===== src/afq_pkg.sv =====
// Shared constants of the flow-to-quadrature level converter.
// Assumes a 200 MHz system clock and a sensor current sampled in microamps.
package afq_pkg;

  // ****************************************************************
  // Clock and times
  // ****************************************************************
  localparam int unsigned CLK_HZ = 200_000_000;
  localparam int unsigned CYC_PER_MS = CLK_HZ / 1000;
  localparam int unsigned HOLD_MS = 2000;
  localparam int unsigned RAMP_MS = 1000;
  localparam int unsigned BLANK_MS = 1000;
  localparam int unsigned STOP_MS = 50;
  localparam int unsigned FLASH_MS = 250;
  localparam int unsigned HOLD_CYCLES = HOLD_MS * CYC_PER_MS;
  localparam int unsigned BLANK_CYCLES = BLANK_MS * CYC_PER_MS;
  localparam int unsigned STOP_CYCLES = STOP_MS * CYC_PER_MS;
  localparam int unsigned FLASH_CYCLES = FLASH_MS * CYC_PER_MS;
  localparam int unsigned RAMP_SHIFT = 10;
  localparam int unsigned RAMP_STEPS = 1 << RAMP_SHIFT;
  localparam int unsigned STEP_CYCLES = RAMP_MS * CYC_PER_MS / RAMP_STEPS;

  // ****************************************************************
  // Counter widths
  // ****************************************************************
  localparam int HOLD_W = 29;
  localparam int BLANK_W = 28;
  localparam int STOP_W = 24;
  localparam int STEP_W = 18;
  localparam int FLASH_W = 26;
  localparam int REM_W = 11;

  // ****************************************************************
  // Sensor current thresholds in microamps
  // ****************************************************************
  localparam int CUR_W = 16;
  localparam logic [15:0] RANGE_MIN_UA = 16'h0fa0;
  localparam logic [15:0] RANGE_MAX_UA = 16'h4e20;
  localparam logic [15:0] STOP1_MIN_UA = 16'h1a90;
  localparam logic [15:0] STOP1_MAX_UA = 16'h41a0;
  localparam logic [15:0] STOP2_MIN_UA = 16'h138d;
  localparam logic [15:0] STOP2_MAX_UA = 16'h4a06;
  localparam logic [15:0] STILL_MIN_UA = 16'h2cec;
  localparam logic [15:0] STILL_MAX_UA = 16'h30d4;
  localparam logic [15:0] ZERO_MIN_UA = 16'h2e7c;
  localparam logic [15:0] ZERO_MAX_UA = 16'h2f44;
  localparam logic [15:0] ZERO_REF_UA = 16'h2ee0;

  // ****************************************************************
  // Frequency synthesis
  // ****************************************************************
  localparam logic signed [23:0] BASE_HZ = 24'sh00001e;
  localparam logic [23:0] MAX_HZ = 24'h007530;
  localparam int GAIN_MUL = 15;
  localparam int GAIN_SHIFT = 2;
  localparam int INC_SHIFT = 8;
  localparam longint INC_PER_HZ = ((64'd1 << 40) + CLK_HZ / 2) / CLK_HZ;
  localparam logic [12:0] INC_MUL = 13'(INC_PER_HZ);

  // ****************************************************************
  // Register port
  // ****************************************************************
  localparam int ADDR_W = 4;
  localparam int DATA_W = 16;
  localparam logic [3:0] REG_STATUS = 4'h0;
  localparam logic [3:0] REG_MASK = 4'h1;
  localparam logic [3:0] REG_REF = 4'h2;
  localparam logic [3:0] REG_CURRENT = 4'h3;
  localparam int ST_W = 4;
  localparam int ST_RANGE = 0;
  localparam int ST_STOP = 1;
  localparam int ST_STILL = 2;
  localparam int ST_REF = 3;

  // ****************************************************************
  // Synchronised pin positions
  // ****************************************************************
  localparam int PIN_W = 6;
  localparam int PIN_MODE = 0;
  localparam int PIN_LIMIT = 1;
  localparam int PIN_STROBE = 2;
  localparam int PIN_RELEASE = 3;
  localparam int PIN_TA = 4;
  localparam int PIN_TB = 5;

endpackage


===== src/afq_sync.sv =====
// Three-stage synchroniser for the asynchronous pins of the converter.
// Assumes slow, quasi-static pins; a change counts when stages two and three agree.
`timescale 1ns/1ps
`default_nettype none
module afq_sync
  import afq_pkg::*;
(
  input wire logic clk_sys_in,
  input wire logic rst_in,
  input wire logic ce_in,
  input wire logic [afq_pkg::PIN_W-1:0] pins_in,
  output logic [afq_pkg::PIN_W-1:0] pins_out
);
  typedef struct packed {
    logic [PIN_W-1:0] s1;
    logic [PIN_W-1:0] s2;
    logic [PIN_W-1:0] s3;
    logic [PIN_W-1:0] o;
  } afq_sync_type;

  afq_sync_type q;
  afq_sync_type d;
  logic [PIN_W-1:0] agree;

  // Stage one is read only by stage two, so no gate sees a metastable value.
  genvar i;
  generate
    for (i = 0; i < PIN_W; i++)
    begin : g_bit
      assign agree[i] = ~(q.s2[i] ^ q.s3[i]);
    end
  endgenerate

  always_comb
  begin
    d = q;
    d.s1 = pins_in;
    d.s2 = q.s1;
    d.s3 = q.s2;
    d.o = (agree & q.s2) | (~agree & q.o);
  end

  always_ff @(posedge clk_sys_in)
  begin
    if (rst_in)
      q <= '0;
    else if (ce_in)
      q <= d;
  end

  assign pins_out = q.o;
endmodule
`default_nettype wire


===== src/afq_top.sv =====
// Flow sensor to quadrature encoder converter with supervision.
// Assumes the sensor current arrives on the system clock in microamps.
`timescale 1ns/1ps
`default_nettype none
// Functional notes
// - Jumper closed selects analogue mode, open selects turbine mode.
// - Turbine mode passes both turbine channels unchanged to encoder outputs.
// - Analogue mode makes a quadrature signal of either direction, at most 30 kHz.
// - At the reference current a 30 Hz positive-direction signal is produced.
// - Falling zero-reference strobe edge captures current value as new reference.
// - After capture wait 2 s, then remove old/new difference over 1 s.
// - Analogue supervision is always active and cannot be disabled.
// - Current below 4 mA or above 20 mA blanks encoder outputs 1 s.
// - Out-of-range fault shows steady red on the indicator.
// - Limit jumper open gives stop limits 6.8 mA and 16.8 mA.
// - Limit jumper closed gives stop limits 5.005 mA and 18.950 mA.
// - Stop limit held 0.05 s flags error, blanks 1 s, steady red.
// - While driving, current outside 11.5..12.5 mA blanks 1 s, flashes red/blue.
// - Blue indicator shows sensor at its zero position.
module afq_top
  import afq_pkg::*;
#(
  parameter int unsigned HOLD_CYC = afq_pkg::HOLD_CYCLES,
  parameter int unsigned STEP_CYC = afq_pkg::STEP_CYCLES,
  parameter int unsigned BLANK_CYC = afq_pkg::BLANK_CYCLES,
  parameter int unsigned STOP_CYC = afq_pkg::STOP_CYCLES,
  parameter int unsigned FLASH_CYC = afq_pkg::FLASH_CYCLES
)
(
  input wire logic clk_sys_in,
  input wire logic rst_in,
  input wire logic ce_in,
  input wire logic mode_select_jumper_in,
  input wire logic stop_limit_jumper_in,
  input wire logic zero_reference_strobe_in,
  input wire logic drive_release_input_in,
  input wire logic turbine_a_in,
  input wire logic turbine_b_in,
  input wire logic [afq_pkg::CUR_W-1:0] sensor_current_in,
  input wire logic [afq_pkg::ADDR_W-1:0] reg_addr_in,
  input wire logic [afq_pkg::DATA_W-1:0] reg_wdata_in,
  input wire logic reg_wr_in,
  input wire logic reg_rd_in,
  output logic [afq_pkg::DATA_W-1:0] reg_rdata_out,
  output logic irq_out,
  output logic enc_a_out,
  output logic enc_b_out,
  output logic monitor_indicator_red_out,
  output logic monitor_indicator_blue_out
);
  // ****************************************************************
  // State
  // ****************************************************************
  typedef struct packed {
    logic [31:0] phase;
    logic [CUR_W-1:0] ref_v;
    logic signed [16:0] corr0;
    logic [REM_W-1:0] rem;
    logic [HOLD_W-1:0] hold_cnt;
    logic [STEP_W-1:0] step_cnt;
    logic [BLANK_W-1:0] blank_cnt;
    logic [STOP_W-1:0] stop_cnt;
    logic [FLASH_W-1:0] flash_cnt;
    logic flash;
    logic flash_cause;
    logic strobe_prev;
    logic enc_a;
    logic enc_b;
    logic led_red;
    logic led_blue;
    logic [ST_W-1:0] status;
    logic [ST_W-1:0] mask;
    logic [DATA_W-1:0] rdata;
  } afq_state_type;

  afq_state_type q;
  afq_state_type d;
  logic [PIN_W-1:0] pins_raw;
  logic [PIN_W-1:0] pins_s;
  logic analog_mode;
  logic fall;
  logic range_f;
  logic stop_hit;
  logic stop_f;
  logic still_f;
  logic any_f;
  logic blanking;
  logic signed [28:0] corr_now;
  logic signed [17:0] eff_ref;
  logic signed [18:0] dev;
  logic signed [23:0] hz_raw;
  logic [23:0] hz_mag;
  logic [14:0] hz_clip;
  logic [27:0] inc_raw;
  logic [31:0] inc;
  logic [15:0] stop_min;
  logic [15:0] stop_max;

  assign pins_raw = {turbine_b_in, turbine_a_in, drive_release_input_in,
                     zero_reference_strobe_in, stop_limit_jumper_in,
                     mode_select_jumper_in};

  afq_sync u_sync (
    .clk_sys_in(clk_sys_in),
    .rst_in(rst_in),
    .ce_in(ce_in),
    .pins_in(pins_raw),
    .pins_out(pins_s)
  );

  // ****************************************************************
  // Supervision and frequency terms
  // ****************************************************************
  // A high jumper pin means the jumper is closed.
  assign analog_mode = pins_s[PIN_MODE];
  assign fall = q.strobe_prev & ~pins_s[PIN_STROBE];
  assign stop_min = pins_s[PIN_LIMIT] ? STOP2_MIN_UA : STOP1_MIN_UA;
  assign stop_max = pins_s[PIN_LIMIT] ? STOP2_MAX_UA : STOP1_MAX_UA;

  // Supervision depends on no software setting at all.
  assign range_f = analog_mode &&
                   (sensor_current_in < RANGE_MIN_UA || sensor_current_in > RANGE_MAX_UA);
  assign stop_hit = analog_mode &&
                    (sensor_current_in <= stop_min || sensor_current_in >= stop_max);
  assign stop_f = stop_hit && (q.stop_cnt == STOP_W'(STOP_CYC - 1));
  assign still_f = analog_mode && pins_s[PIN_RELEASE] &&
                   (sensor_current_in < STILL_MIN_UA || sensor_current_in > STILL_MAX_UA);
  assign any_f = range_f | stop_f | still_f;
  assign blanking = (q.blank_cnt != '0);

  // The correction keeps the old reference in force and fades it linearly.
  assign corr_now = (29'(q.corr0) * $signed({18'h0, q.rem})) >>> RAMP_SHIFT;
  assign eff_ref = $signed({2'b00, q.ref_v}) + 18'(corr_now);
  assign dev = $signed({3'b000, sensor_current_in}) - 19'(eff_ref);
  assign hz_raw = BASE_HZ + ((24'(dev) * 24'(GAIN_MUL)) >>> GAIN_SHIFT);
  assign hz_mag = hz_raw[23] ? 24'(-hz_raw) : 24'(hz_raw);
  assign hz_clip = (hz_mag > MAX_HZ) ? MAX_HZ[14:0] : hz_mag[14:0];
  assign inc_raw = 28'({13'h0, hz_clip} * {15'h0, INC_MUL});
  assign inc = {12'h000, inc_raw[27:INC_SHIFT]};

  // ****************************************************************
  // Next state
  // ****************************************************************
  always_comb
  begin
    d = q;
    d.strobe_prev = pins_s[PIN_STROBE];

    // Negative frequency steps the phase backwards, so B leads A.
    if (hz_raw[23])
      d.phase = q.phase - inc;
    else
      d.phase = q.phase + inc;

    if (fall)
    begin
      d.ref_v = sensor_current_in;
      d.corr0 = 17'(eff_ref - $signed({2'b00, sensor_current_in}));
      d.rem = REM_W'(RAMP_STEPS);
      d.hold_cnt = HOLD_W'(HOLD_CYC);
      d.step_cnt = '0;
    end
    else if (q.hold_cnt != '0)
      d.hold_cnt = q.hold_cnt - 1'b1;
    else if (q.rem != '0)
    begin
      if (q.step_cnt == STEP_W'(STEP_CYC - 1))
      begin
        d.step_cnt = '0;
        d.rem = q.rem - 1'b1;
      end
      else
        d.step_cnt = q.step_cnt + 1'b1;
    end

    if (!stop_hit)
      d.stop_cnt = '0;
    else if (!stop_f)
      d.stop_cnt = q.stop_cnt + 1'b1;

    // Every fresh fault reloads the full blanking time.
    if (any_f)
    begin
      d.blank_cnt = BLANK_W'(BLANK_CYC);
      d.flash_cause = ~(range_f | stop_f) & still_f;
    end
    else if (blanking)
      d.blank_cnt = q.blank_cnt - 1'b1;

    if (q.flash_cnt == FLASH_W'(FLASH_CYC - 1))
    begin
      d.flash_cnt = '0;
      d.flash = ~q.flash;
    end
    else
      d.flash_cnt = q.flash_cnt + 1'b1;

    if (d.blank_cnt != '0)
    begin
      d.enc_a = 1'b0;
      d.enc_b = 1'b0;
    end
    else if (analog_mode)
    begin
      d.enc_a = d.phase[31] ^ d.phase[30];
      d.enc_b = d.phase[31];
    end
    else
    begin
      d.enc_a = pins_s[PIN_TA];
      d.enc_b = pins_s[PIN_TB];
    end

    if (d.blank_cnt != '0)
    begin
      d.led_red = d.flash_cause ? q.flash : 1'b1;
      d.led_blue = d.flash_cause & ~q.flash;
    end
    else
    begin
      d.led_red = 1'b0;
      d.led_blue = analog_mode && sensor_current_in > ZERO_MIN_UA &&
                   sensor_current_in < ZERO_MAX_UA;
    end

    // A read clears the status, but an event in the same cycle survives.
    if (reg_rd_in && reg_addr_in == REG_STATUS)
      d.status = '0;
    d.status[ST_RANGE] = d.status[ST_RANGE] | range_f;
    d.status[ST_STOP] = d.status[ST_STOP] | stop_f;
    d.status[ST_STILL] = d.status[ST_STILL] | still_f;
    d.status[ST_REF] = d.status[ST_REF] | fall;

    if (reg_wr_in && reg_addr_in == REG_MASK)
      d.mask = reg_wdata_in[ST_W-1:0];

    d.rdata = '0;
    if (reg_rd_in)
    begin
      unique case (reg_addr_in)
        REG_STATUS: d.rdata = {12'h000, q.status};
        REG_MASK: d.rdata = {12'h000, q.mask};
        REG_REF: d.rdata = q.ref_v;
        REG_CURRENT: d.rdata = sensor_current_in;
        default: d.rdata = '0;
      endcase
    end
  end

  always_ff @(posedge clk_sys_in)
  begin
    if (rst_in)
    begin
      q <= '0;
      q.ref_v <= ZERO_REF_UA;
    end
    else if (ce_in)
      q <= d;
  end

  assign reg_rdata_out = q.rdata;
  assign irq_out = |(q.status & q.mask);
  assign enc_a_out = q.enc_a;
  assign enc_b_out = q.enc_b;
  assign monitor_indicator_red_out = q.led_red;
  assign monitor_indicator_blue_out = q.led_blue;

  // ****************************************************************
  // Checks
  // ****************************************************************
  chk_turbine_pass: assert property (@(posedge clk_sys_in) disable iff (rst_in)
    ce_in && !analog_mode && d.blank_cnt == '0 |=> enc_a_out == $past(pins_s[PIN_TA])
      && enc_b_out == $past(pins_s[PIN_TB]))
    else $error("turbine channels not passed through");

  chk_blank_outputs: assert property (@(posedge clk_sys_in) disable iff (rst_in)
    blanking |-> !enc_a_out && !enc_b_out)
    else $error("encoder outputs active while blanked");

  chk_range_blank: assert property (@(posedge clk_sys_in) disable iff (rst_in)
    ce_in && range_f |=> q.blank_cnt == BLANK_W'(BLANK_CYC) && monitor_indicator_red_out
      && !monitor_indicator_blue_out)
    else $error("range fault did not reload blanking with steady red");

  chk_ref_capture: assert property (@(posedge clk_sys_in) disable iff (rst_in)
    ce_in && fall |=> q.ref_v == $past(sensor_current_in) && q.rem == REM_W'(RAMP_STEPS)
      && q.hold_cnt == HOLD_W'(HOLD_CYC))
    else $error("reference capture wrong");

  chk_ramp_hold: assert property (@(posedge clk_sys_in) disable iff (rst_in)
    ce_in && !fall && q.hold_cnt != '0 |=> $stable(q.rem))
    else $error("ramp moved during hold time");

  chk_freq_limit: assert property (@(posedge clk_sys_in) disable iff (rst_in)
    hz_clip <= MAX_HZ[14:0] && inc_raw[27:INC_SHIFT] <= 20'(({13'h0, MAX_HZ[14:0]}
      * {15'h0, INC_MUL}) >> INC_SHIFT))
    else $error("frequency above limit");

  chk_zero_base: assert property (@(posedge clk_sys_in) disable iff (rst_in)
    dev == '0 |-> !hz_raw[23] && hz_clip == 15'(BASE_HZ))
    else $error("base frequency wrong at zero flow");

  chk_stop_time: assert property (@(posedge clk_sys_in) disable iff (rst_in)
    ce_in && stop_f |-> q.stop_cnt == STOP_W'(STOP_CYC - 1) && stop_hit)
    else $error("stop fault without full hold time");

  chk_still_flash: assert property (@(posedge clk_sys_in) disable iff (rst_in)
    ce_in && still_f && !range_f && !stop_f |=> q.flash_cause && blanking
      && (monitor_indicator_red_out != monitor_indicator_blue_out))
    else $error("standstill fault not flashing red and blue");

  chk_irq_level: assert property (@(posedge clk_sys_in) disable iff (rst_in)
    ce_in && range_f && q.mask[ST_RANGE] && !reg_wr_in |=> irq_out && q.status[ST_RANGE])
    else $error("unmasked range event did not raise the interrupt");

  cov_capture: cover property (@(posedge clk_sys_in) disable iff (rst_in) fall);
  cov_range: cover property (@(posedge clk_sys_in) disable iff (rst_in) range_f);
  cov_still: cover property (@(posedge clk_sys_in) disable iff (rst_in) still_f);
  cov_reverse: cover property (@(posedge clk_sys_in) disable iff (rst_in)
    analog_mode && hz_raw[23]);
endmodule
`default_nettype wire


===== config.mk =====
export PLATFORM = sky130hd
export DESIGN_NAME = afq_top
export DESIGN_NICKNAME = d
export VERILOG_FILES = /design/src/afq_pkg.sv /design/src/afq_sync.sv /design/src/afq_top.sv
export SDC_FILE = /design/constraint.sdc
export NUM_CORES = 2
export LEC_CHECK = 0
export ABC_AREA = 1
export BUFFER_PORTS_ARGS = -buffer_cell sky130_fd_sc_hd__buf_2
export CAP_MARGIN = 20
export CORE_MARGIN = 2
export CORE_UTILIZATION = 38
export DETAILED_ROUTE_END_ITERATION = 16
export GPL_TIMING_DRIVEN = 0
export SYNTH_ARGS = -nofsm -noshare
export SYNTH_HDL_FRONTEND = slang
export SYNTH_HIERARCHICAL = 1
export SYNTH_SLANG_ARGS = --single-unit

===== constraint.sdc =====
create_clock -name clk_sys_in -period 32 [get_ports clk_sys_in]
set_clock_uncertainty 0.1 [all_clocks]
set_input_delay 4.8 -clock clk_sys_in [delete_from_list [all_inputs] [get_ports clk_sys_in]]
set_output_delay 4.8 -clock clk_sys_in [all_outputs]
set_load 0.05 [all_outputs]

======== Word level (Yosys, flattened, before mapping) ========
Index checks and enable logic that the tools add are counted.
word-level totals
  register bits ........................... 256
  input bits .............................. 47
  word-level logic and storage cells ...... 140
operators by class
  $mul .................................... 3
  bitwise gates (word level) .............. 30
  $add $sub $neg .......................... 13
  magnitude comparators ................... 9
  reduce and logical (&&, ||, !) cells .... 28
  eq/ne operators ......................... 8
  muxes and demuxes ....................... 26
operator list
  cell                                                                             count
  24-bit 2-to-1 mux                                                                3
  16-bit one-hot mux with 4 select lines                                           1
  58-bit 2-to-1 mux                                                                1
  28-bit 2-to-1 mux                                                                2
  28-bit nonzero test                                                              2
  18-bit 2-to-1 mux                                                                3
  11-bit 2-to-1 mux                                                                3
  32-bit by 20-bit adder with 32-bit output                                        1
  16-bit by 14-bit > comparator with 1-bit output (second input constant)          2
  16-bit by 14-bit less-than comparator with 1-bit output (second input constant)  2
  32-bit 2-to-1 mux                                                                1
  32-bit by 20-bit subtractor with 32-bit output                                   1
  29-bit 2-to-1 mux                                                                1
  29-bit nonzero test                                                              1
  29-bit by 1-bit subtractor with 29-bit output (second input constant)            1
  17-bit by 12-bit multiplier with 28-bit output                                   1
  28-bit by 1-bit subtractor with 28-bit output (second input constant)            1
  15-bit by 12-bit multiplier with 27-bit output (second input constant)           1
  26-bit by 1-bit adder with 26-bit output (second input constant)                 1
  26-bit == test (second input constant)                                           1
  26-bit 2-to-1 mux                                                                1
  24-bit by 1-bit adder with 24-bit output (second input constant)                 1
  24-bit == test (second input constant)                                           1
  24-bit by 15-bit > comparator with 1-bit output (second input constant)          1
  other kinds (39)                                                                 83

======== Depth between registers and ports, before layout ========
  depth after elaboration ................. 15
  gate-level depth with buffers ........... 127
  mapped depth without buffers ............ 123

======== Cells and area by module ========
The synthesis kept the hierarchy.
by module, submodules not included
  module    seq. area each (µm²)  times used  area each (µm²)  cells an instance
  afq_top   4644.5                1           29703.5          4247
  afq_sync  480.5                 1           972.2            120

======== Worst setup path before layout ========
No wires, ideal clock.
  path type ............................... reg-to-reg
  start ................................... register q[160] (netlist name)
  end ..................................... register q, in the netlist enc_a_out
  setup time .............................. 0.132 ns
  setup slack ............................. 12.901 ns
  stages on the path, launching flop included .. 114
  data required time ...................... 31.768 ns
  arrival time ............................ 18.866 ns
  path through ............................ dfxtp_1 clkbuf_1 buf_1 nand2_1 fa_1 fa_1 inv_1 fa_1 fa_1 inv_1 fa_1 inv_1 ha_1 nand2_1 nand2_1 nand3_1 nand2_1 a21oi_1 (+78 left out) ha_1 a21oi_1 inv_1 a31oi_1 a21boi_0 inv_1 nand2_1 nand2_1 a21oi_1 o21ai_0 a21boi_0 o21ai_0 xor2_1 inv_1 nand3_1 nand3_1 nand2_1 a21oi_1
on the way
  word-level cells in the longest chain between the ends .. 15
RTL lines
  element                                                                                                      line                            source
  from (decl)                                                                                                  afq_top.sv:76                   afq_state_type q;
  17-bit by 12-bit multiplier with 28-bit output (*)                                                           afq_top.sv:132                  assign corr_now = (29'(q.corr0) * $signed({18'h0, q.rem})) >>> RAMP_SHIFT;
  17-bit by 18-bit adder with 18-bit output (*)                                                                afq_top.sv:133                  assign eff_ref = $signed({2'b00, q.ref_v}) + 18'(corr_now);
  17-bit by 18-bit subtractor with 19-bit output (*)                                                           afq_top.sv:134                  assign dev = $signed({3'b000, sensor_current_in}) - 19'(eff_ref);
  19-bit by 5-bit multiplier with 24-bit output (*)                                                            afq_top.sv:135                  assign hz_raw = BASE_HZ + ((24'(dev) * 24'(GAIN_MUL)) >>> GAIN_SHIFT);
  6-bit by 22-bit adder with 23-bit output (*)                                                                 afq_top.sv:135
  23-bit negation with 24-bit output                                                                           afq_top.sv:136                  assign hz_mag = hz_raw[23] ? 24'(-hz_raw) : 24'(hz_raw);
  24-bit 2-to-1 mux                                                                                            afq_top.sv:136
  24-bit by 15-bit > comparator with 1-bit output                                                              afq_top.sv:137                  assign hz_clip = (hz_mag > MAX_HZ) ? MAX_HZ[14:0] : hz_mag[14:0];
  15-bit 2-to-1 mux                                                                                            afq_top.sv:137
  15-bit by 12-bit multiplier with 27-bit output                                                               afq_top.sv:138                  assign inc_raw = 28'({13'h0, hz_clip} * {15'h0, INC_MUL});
  32-bit by 20-bit adder with 32-bit output or 32-bit by 20-bit subtractor with 32-bit output (tied branches)  afq_top.sv:153, afq_top.sv:151
  32-bit 2-to-1 mux (*)                                                                                        afq_top.sv:150                  if (hz_raw[23])
  1-bit XOR (*)                                                                                                afq_top.sv:205                  d.enc_a = d.phase[31] ^ d.phase[30];
  2-bit 2-to-1 mux (*)                                                                                         afq_top.sv:203                  else if (analog_mode)
  2-bit 2-to-1 mux (*)                                                                                         afq_top.sv:198                  if (d.blank_cnt != '0)
Mark *: on every way between the ends. The rest lies on a longest branch, timed or not.
A chain may end at the register's enable or synchronous reset.

======== Worst setup path in the final report ========
  start ................................... register q[163] (netlist name)
  end ..................................... register q, in the netlist enc_a_out
Same word-level chain as after synthesis.

==> summary.txt <==
Detailed routing
  • Final routed DRC violation total: 0
  • Met1 wire length: 38.62 mm
  • Vias after detailed routing: 27,370
  • Routed met2 length: 35.18 mm
  • First-pass iteration count of the detailed router: 6
  • Met3 routed WL: 6.490 mm
  • Per-cell routed wire length: 14.79 um
  • Post-detailed-routing wire length: 81.88 mm
  • Number of routed nets with antenna violations: 0
  • Top layer reached by signal wires: met5
  • Average via count per standard cell: 4.943
  • Violation count after the first detailed-route iteration: 1,771

Yosys
  • Area leader, netlist: sky130_fd_sc_hd__fa_1
  • Post-Syn Area: 30,680 sq um
  • Commonest cells in the synthesized netlist: sky130_fd_sc_hd__inv_1 (903), sky130_fd_sc_hd__nand2_1 (813), sky130_fd_sc_hd__nor2_1 (378)
  • Share of flip-flops with an asynchronous set or reset after synthesis: 0%
  • Most used standard cell by instance count after synthesis: sky130_fd_sc_hd__inv_1
  • Seq cells post-synth: 256
  • Synthesis Warnings: 6
  • Cell count after synthesis: 4,367
  • Sequential element share of the synthesized area: 16.71%
  • Top FF cell, synth: sky130_fd_sc_hd__dfxtp_1
  • Cell variety after synth: 68
  • Mean instance size in the synthesized netlist: 7.024 sq um
  • Proportion of netlist area held by the largest area contributor: 16.77%
  • Synth Net Count: 4,966
  • Top area cells in the synthesized netlist: sky130_fd_sc_hd__fa_1 (17%), sky130_fd_sc_hd__dfxtp_1 (17%), sky130_fd_sc_hd__ha_1 (12%), sky130_fd_sc_hd__inv_1 (11%), sky130_fd_sc_hd__nand2_1 (9.9%)
  • EDFF count, synth: 0

GRT
  • Number of antenna violations at the first check in global routing: 10
  • First-pass GRT wire length: 135.6 mm
  • Global-route usage over all layers: 20.05%
  • Final global-route overflow total: 0
  • Number of global-route vias before repair: 26,590
  • Largest net degree at the start of global routing: 17

Critical path
  • Kind of end point of the critical path: flop
  • WP data arrival: 23.27 ns
  • Required time at the endpoint of the critical path: 32.35 ns
  • Critical path class: reg -> reg
  • Biggest fanout along the worst timing path: 10
  • Slowest Stage Delay on Critical Path: 0.62 ns
  • Most common cell type on the critical path: sky130_fd_sc_hd__inv_1
  • Highest-delay cell along the critical path: sky130_fd_sc_hd__buf_1
  • Nature of the critical path startpoint: flop

Hold path
  • Class of the tightest hold or removal check: reg -> reg

Cells and area
  • Number of nets in the finished design: 5,053
  • Share of final-layout standard cells stronger than drive strength 1: 5.363%
  • Final design utilization: 41.40%
  • Synthesis-to-layout area growth: 8.345%

Floorplan
  • Ports: 68
  • Area of the core region: 80,290 sq um
  • Initial standard-cell utilization of the core: 38.21%
  • Die area: 83,010 sq um
  • Row Count: 104
  • Horizontal extent of the die: 288.1 um
  • Die extent in y: 288.1 um

Run
  • Number of maximum-capacitance constraint violations: 0

Place
  • Final weighted congestion in routability-driven placement: 0.9114
  • Post-DP HPWL: 67.72 mm
  • Placement Setup Slack: 9.081 ns
  • # port buffers: 55

STA
  • Min setup slack post-route: 9.078 ns
  • Unrepaired setup endpoints after global routing: false
  • Actual transition at the worst max-transition pin: 0.8541 ns
  • Worst slew slack as a fraction of its limit: 41.59%
  • Min Clock Period, post-route: 22.92 ns
  • Setup TNS: 0 ns
  • Number of endpoints failing setup at the final stage: 0
  • Portion of the clock cycle consumed by the worst path in the final layout: 71.63%
  • FMAX: 43.63 MHz
  • Number of pins with negative max-slew slack in the final report: 0
  • Hold Vio Cnt, Final: 0

Clocking
  • Maximum buffer depth of the clock tree: 3
  • CTS clk-pin slew, worst paths: 0.06 ns
  • Clock tree from TritonCTS: built
  • Clock buffer count from CTS: 30
  • Level count of the clock H-tree: 1
  • Total of cells resized after clock tree synthesis: 0
  • Clock insertion delay at the later pin of the skew report: 0.60 ns
  • Clock tree root buffer cell: sky130_fd_sc_hd__clkbuf_16
  • # hold bufs at CTS: 0
  • Clk sink count: 256
  • Post-CTS Repair Setup Buffers: 0

Status
  • Run status: complete, no violations
-- metal layers --
layer	track usage [%]	vias up
met1	28.25	12700
li1	-	13900
met4	3.588	14
met2	31.98	652
met3	4.049	103
met5	0	-
-- flip-flops by register name, indices dropped and copies added (netlist names), named ones only --
register	flops
enc_a_out	1
enc_b_out	1
monitor_indicator_blue_out	1
monitor_indicator_red_out	1
q	212
reg_rdata_out	16
u_sync/d	12
u_sync/q	6
-- cell type report --
type,instances,area (sq um)
Clock buffer,42,815.8
Sequential cell,256,5125
Clock inverter,11,137.6
Buffer,137,656.9
Tap cell,1060,1326
Multi-Input combinational cell,3044,21400
Antenna cell,2,5.005
Fill cell,8363,47050
Inverter,930,3493
Timing Repair Buffer,55,275.3
-- cells by family (layout without fill, tap and decap cells) --
group | after synthesis | count (layout) | share of synthesized area [%]
xor gates and xnor gates | 195 | 195 | 5.592
other | 0 | 2 | 0
and+or+nand+nor | 1575 | 1575 | 22.03
AOI/OAI and AO/OA | 722 | 722 | 13.33
DFF | 256 | 256 | 16.71
adders and majority gates | 552 | 552 | 28.80
buffers and inverters | 1067 | 1175 | 13.53
-- placed cells by master (no fill, tap or decap), drive strengths merged, types with 17 or more instances in the layout --
cell type and n:
fa 257, nand2 838, xor2 144, o31ai 17, dfxtp 256, xnor2 51
o21ai 237, clkbuf 127, ha 295, nand3 141, nor4 35, a31oi 25
a21oi 302, o211ai 25, buf 107, inv 926, a21o 18, o21a 17
nor3 69, nor2 394, nand4 53
-- stage by stage --
stage / hold WS, ns / std cells / instance area, sq um
CTS: 0.3641 / 5535 / 33230
global route: 0.3864 / 5535 / 33230
floorplan: 0.3330 / 4367 / 30680
finish: 0.3628 / 5537 / 33240
detailed placement: 0.3548 / 5482 / 32280
global placement: 0.3512 / 5482 / 32280
-- critical path: cells and delay by family (launching register included) --
family                     cells  cell delay, ns
AOI/OAI and AO/OA             19            4.04
xor gates and xnor gates       8            1.95
adders and majority gates     19            8.20
buffers and inverters         24            3.19
DFF                            1            0.33
and+or+nand+nor               41            4.94
-- worst paths after layout --
kind | start | endpoint | slack [ns] | cells after the start
setup / recovery | q[163] | enc_a_out | 9.08 | 111
hold / removal | q[28] | q[28] | 0.36 | 2
setup reg to reg | q[163] | enc_a_out | 9.08 | 111
hold reg to reg | q[28] | q[28] | 0.36 | 2
Power is left out: the tool's default activity adds up to more than one toggle a clock period on the data nets, which glitch-free logic cannot reach.
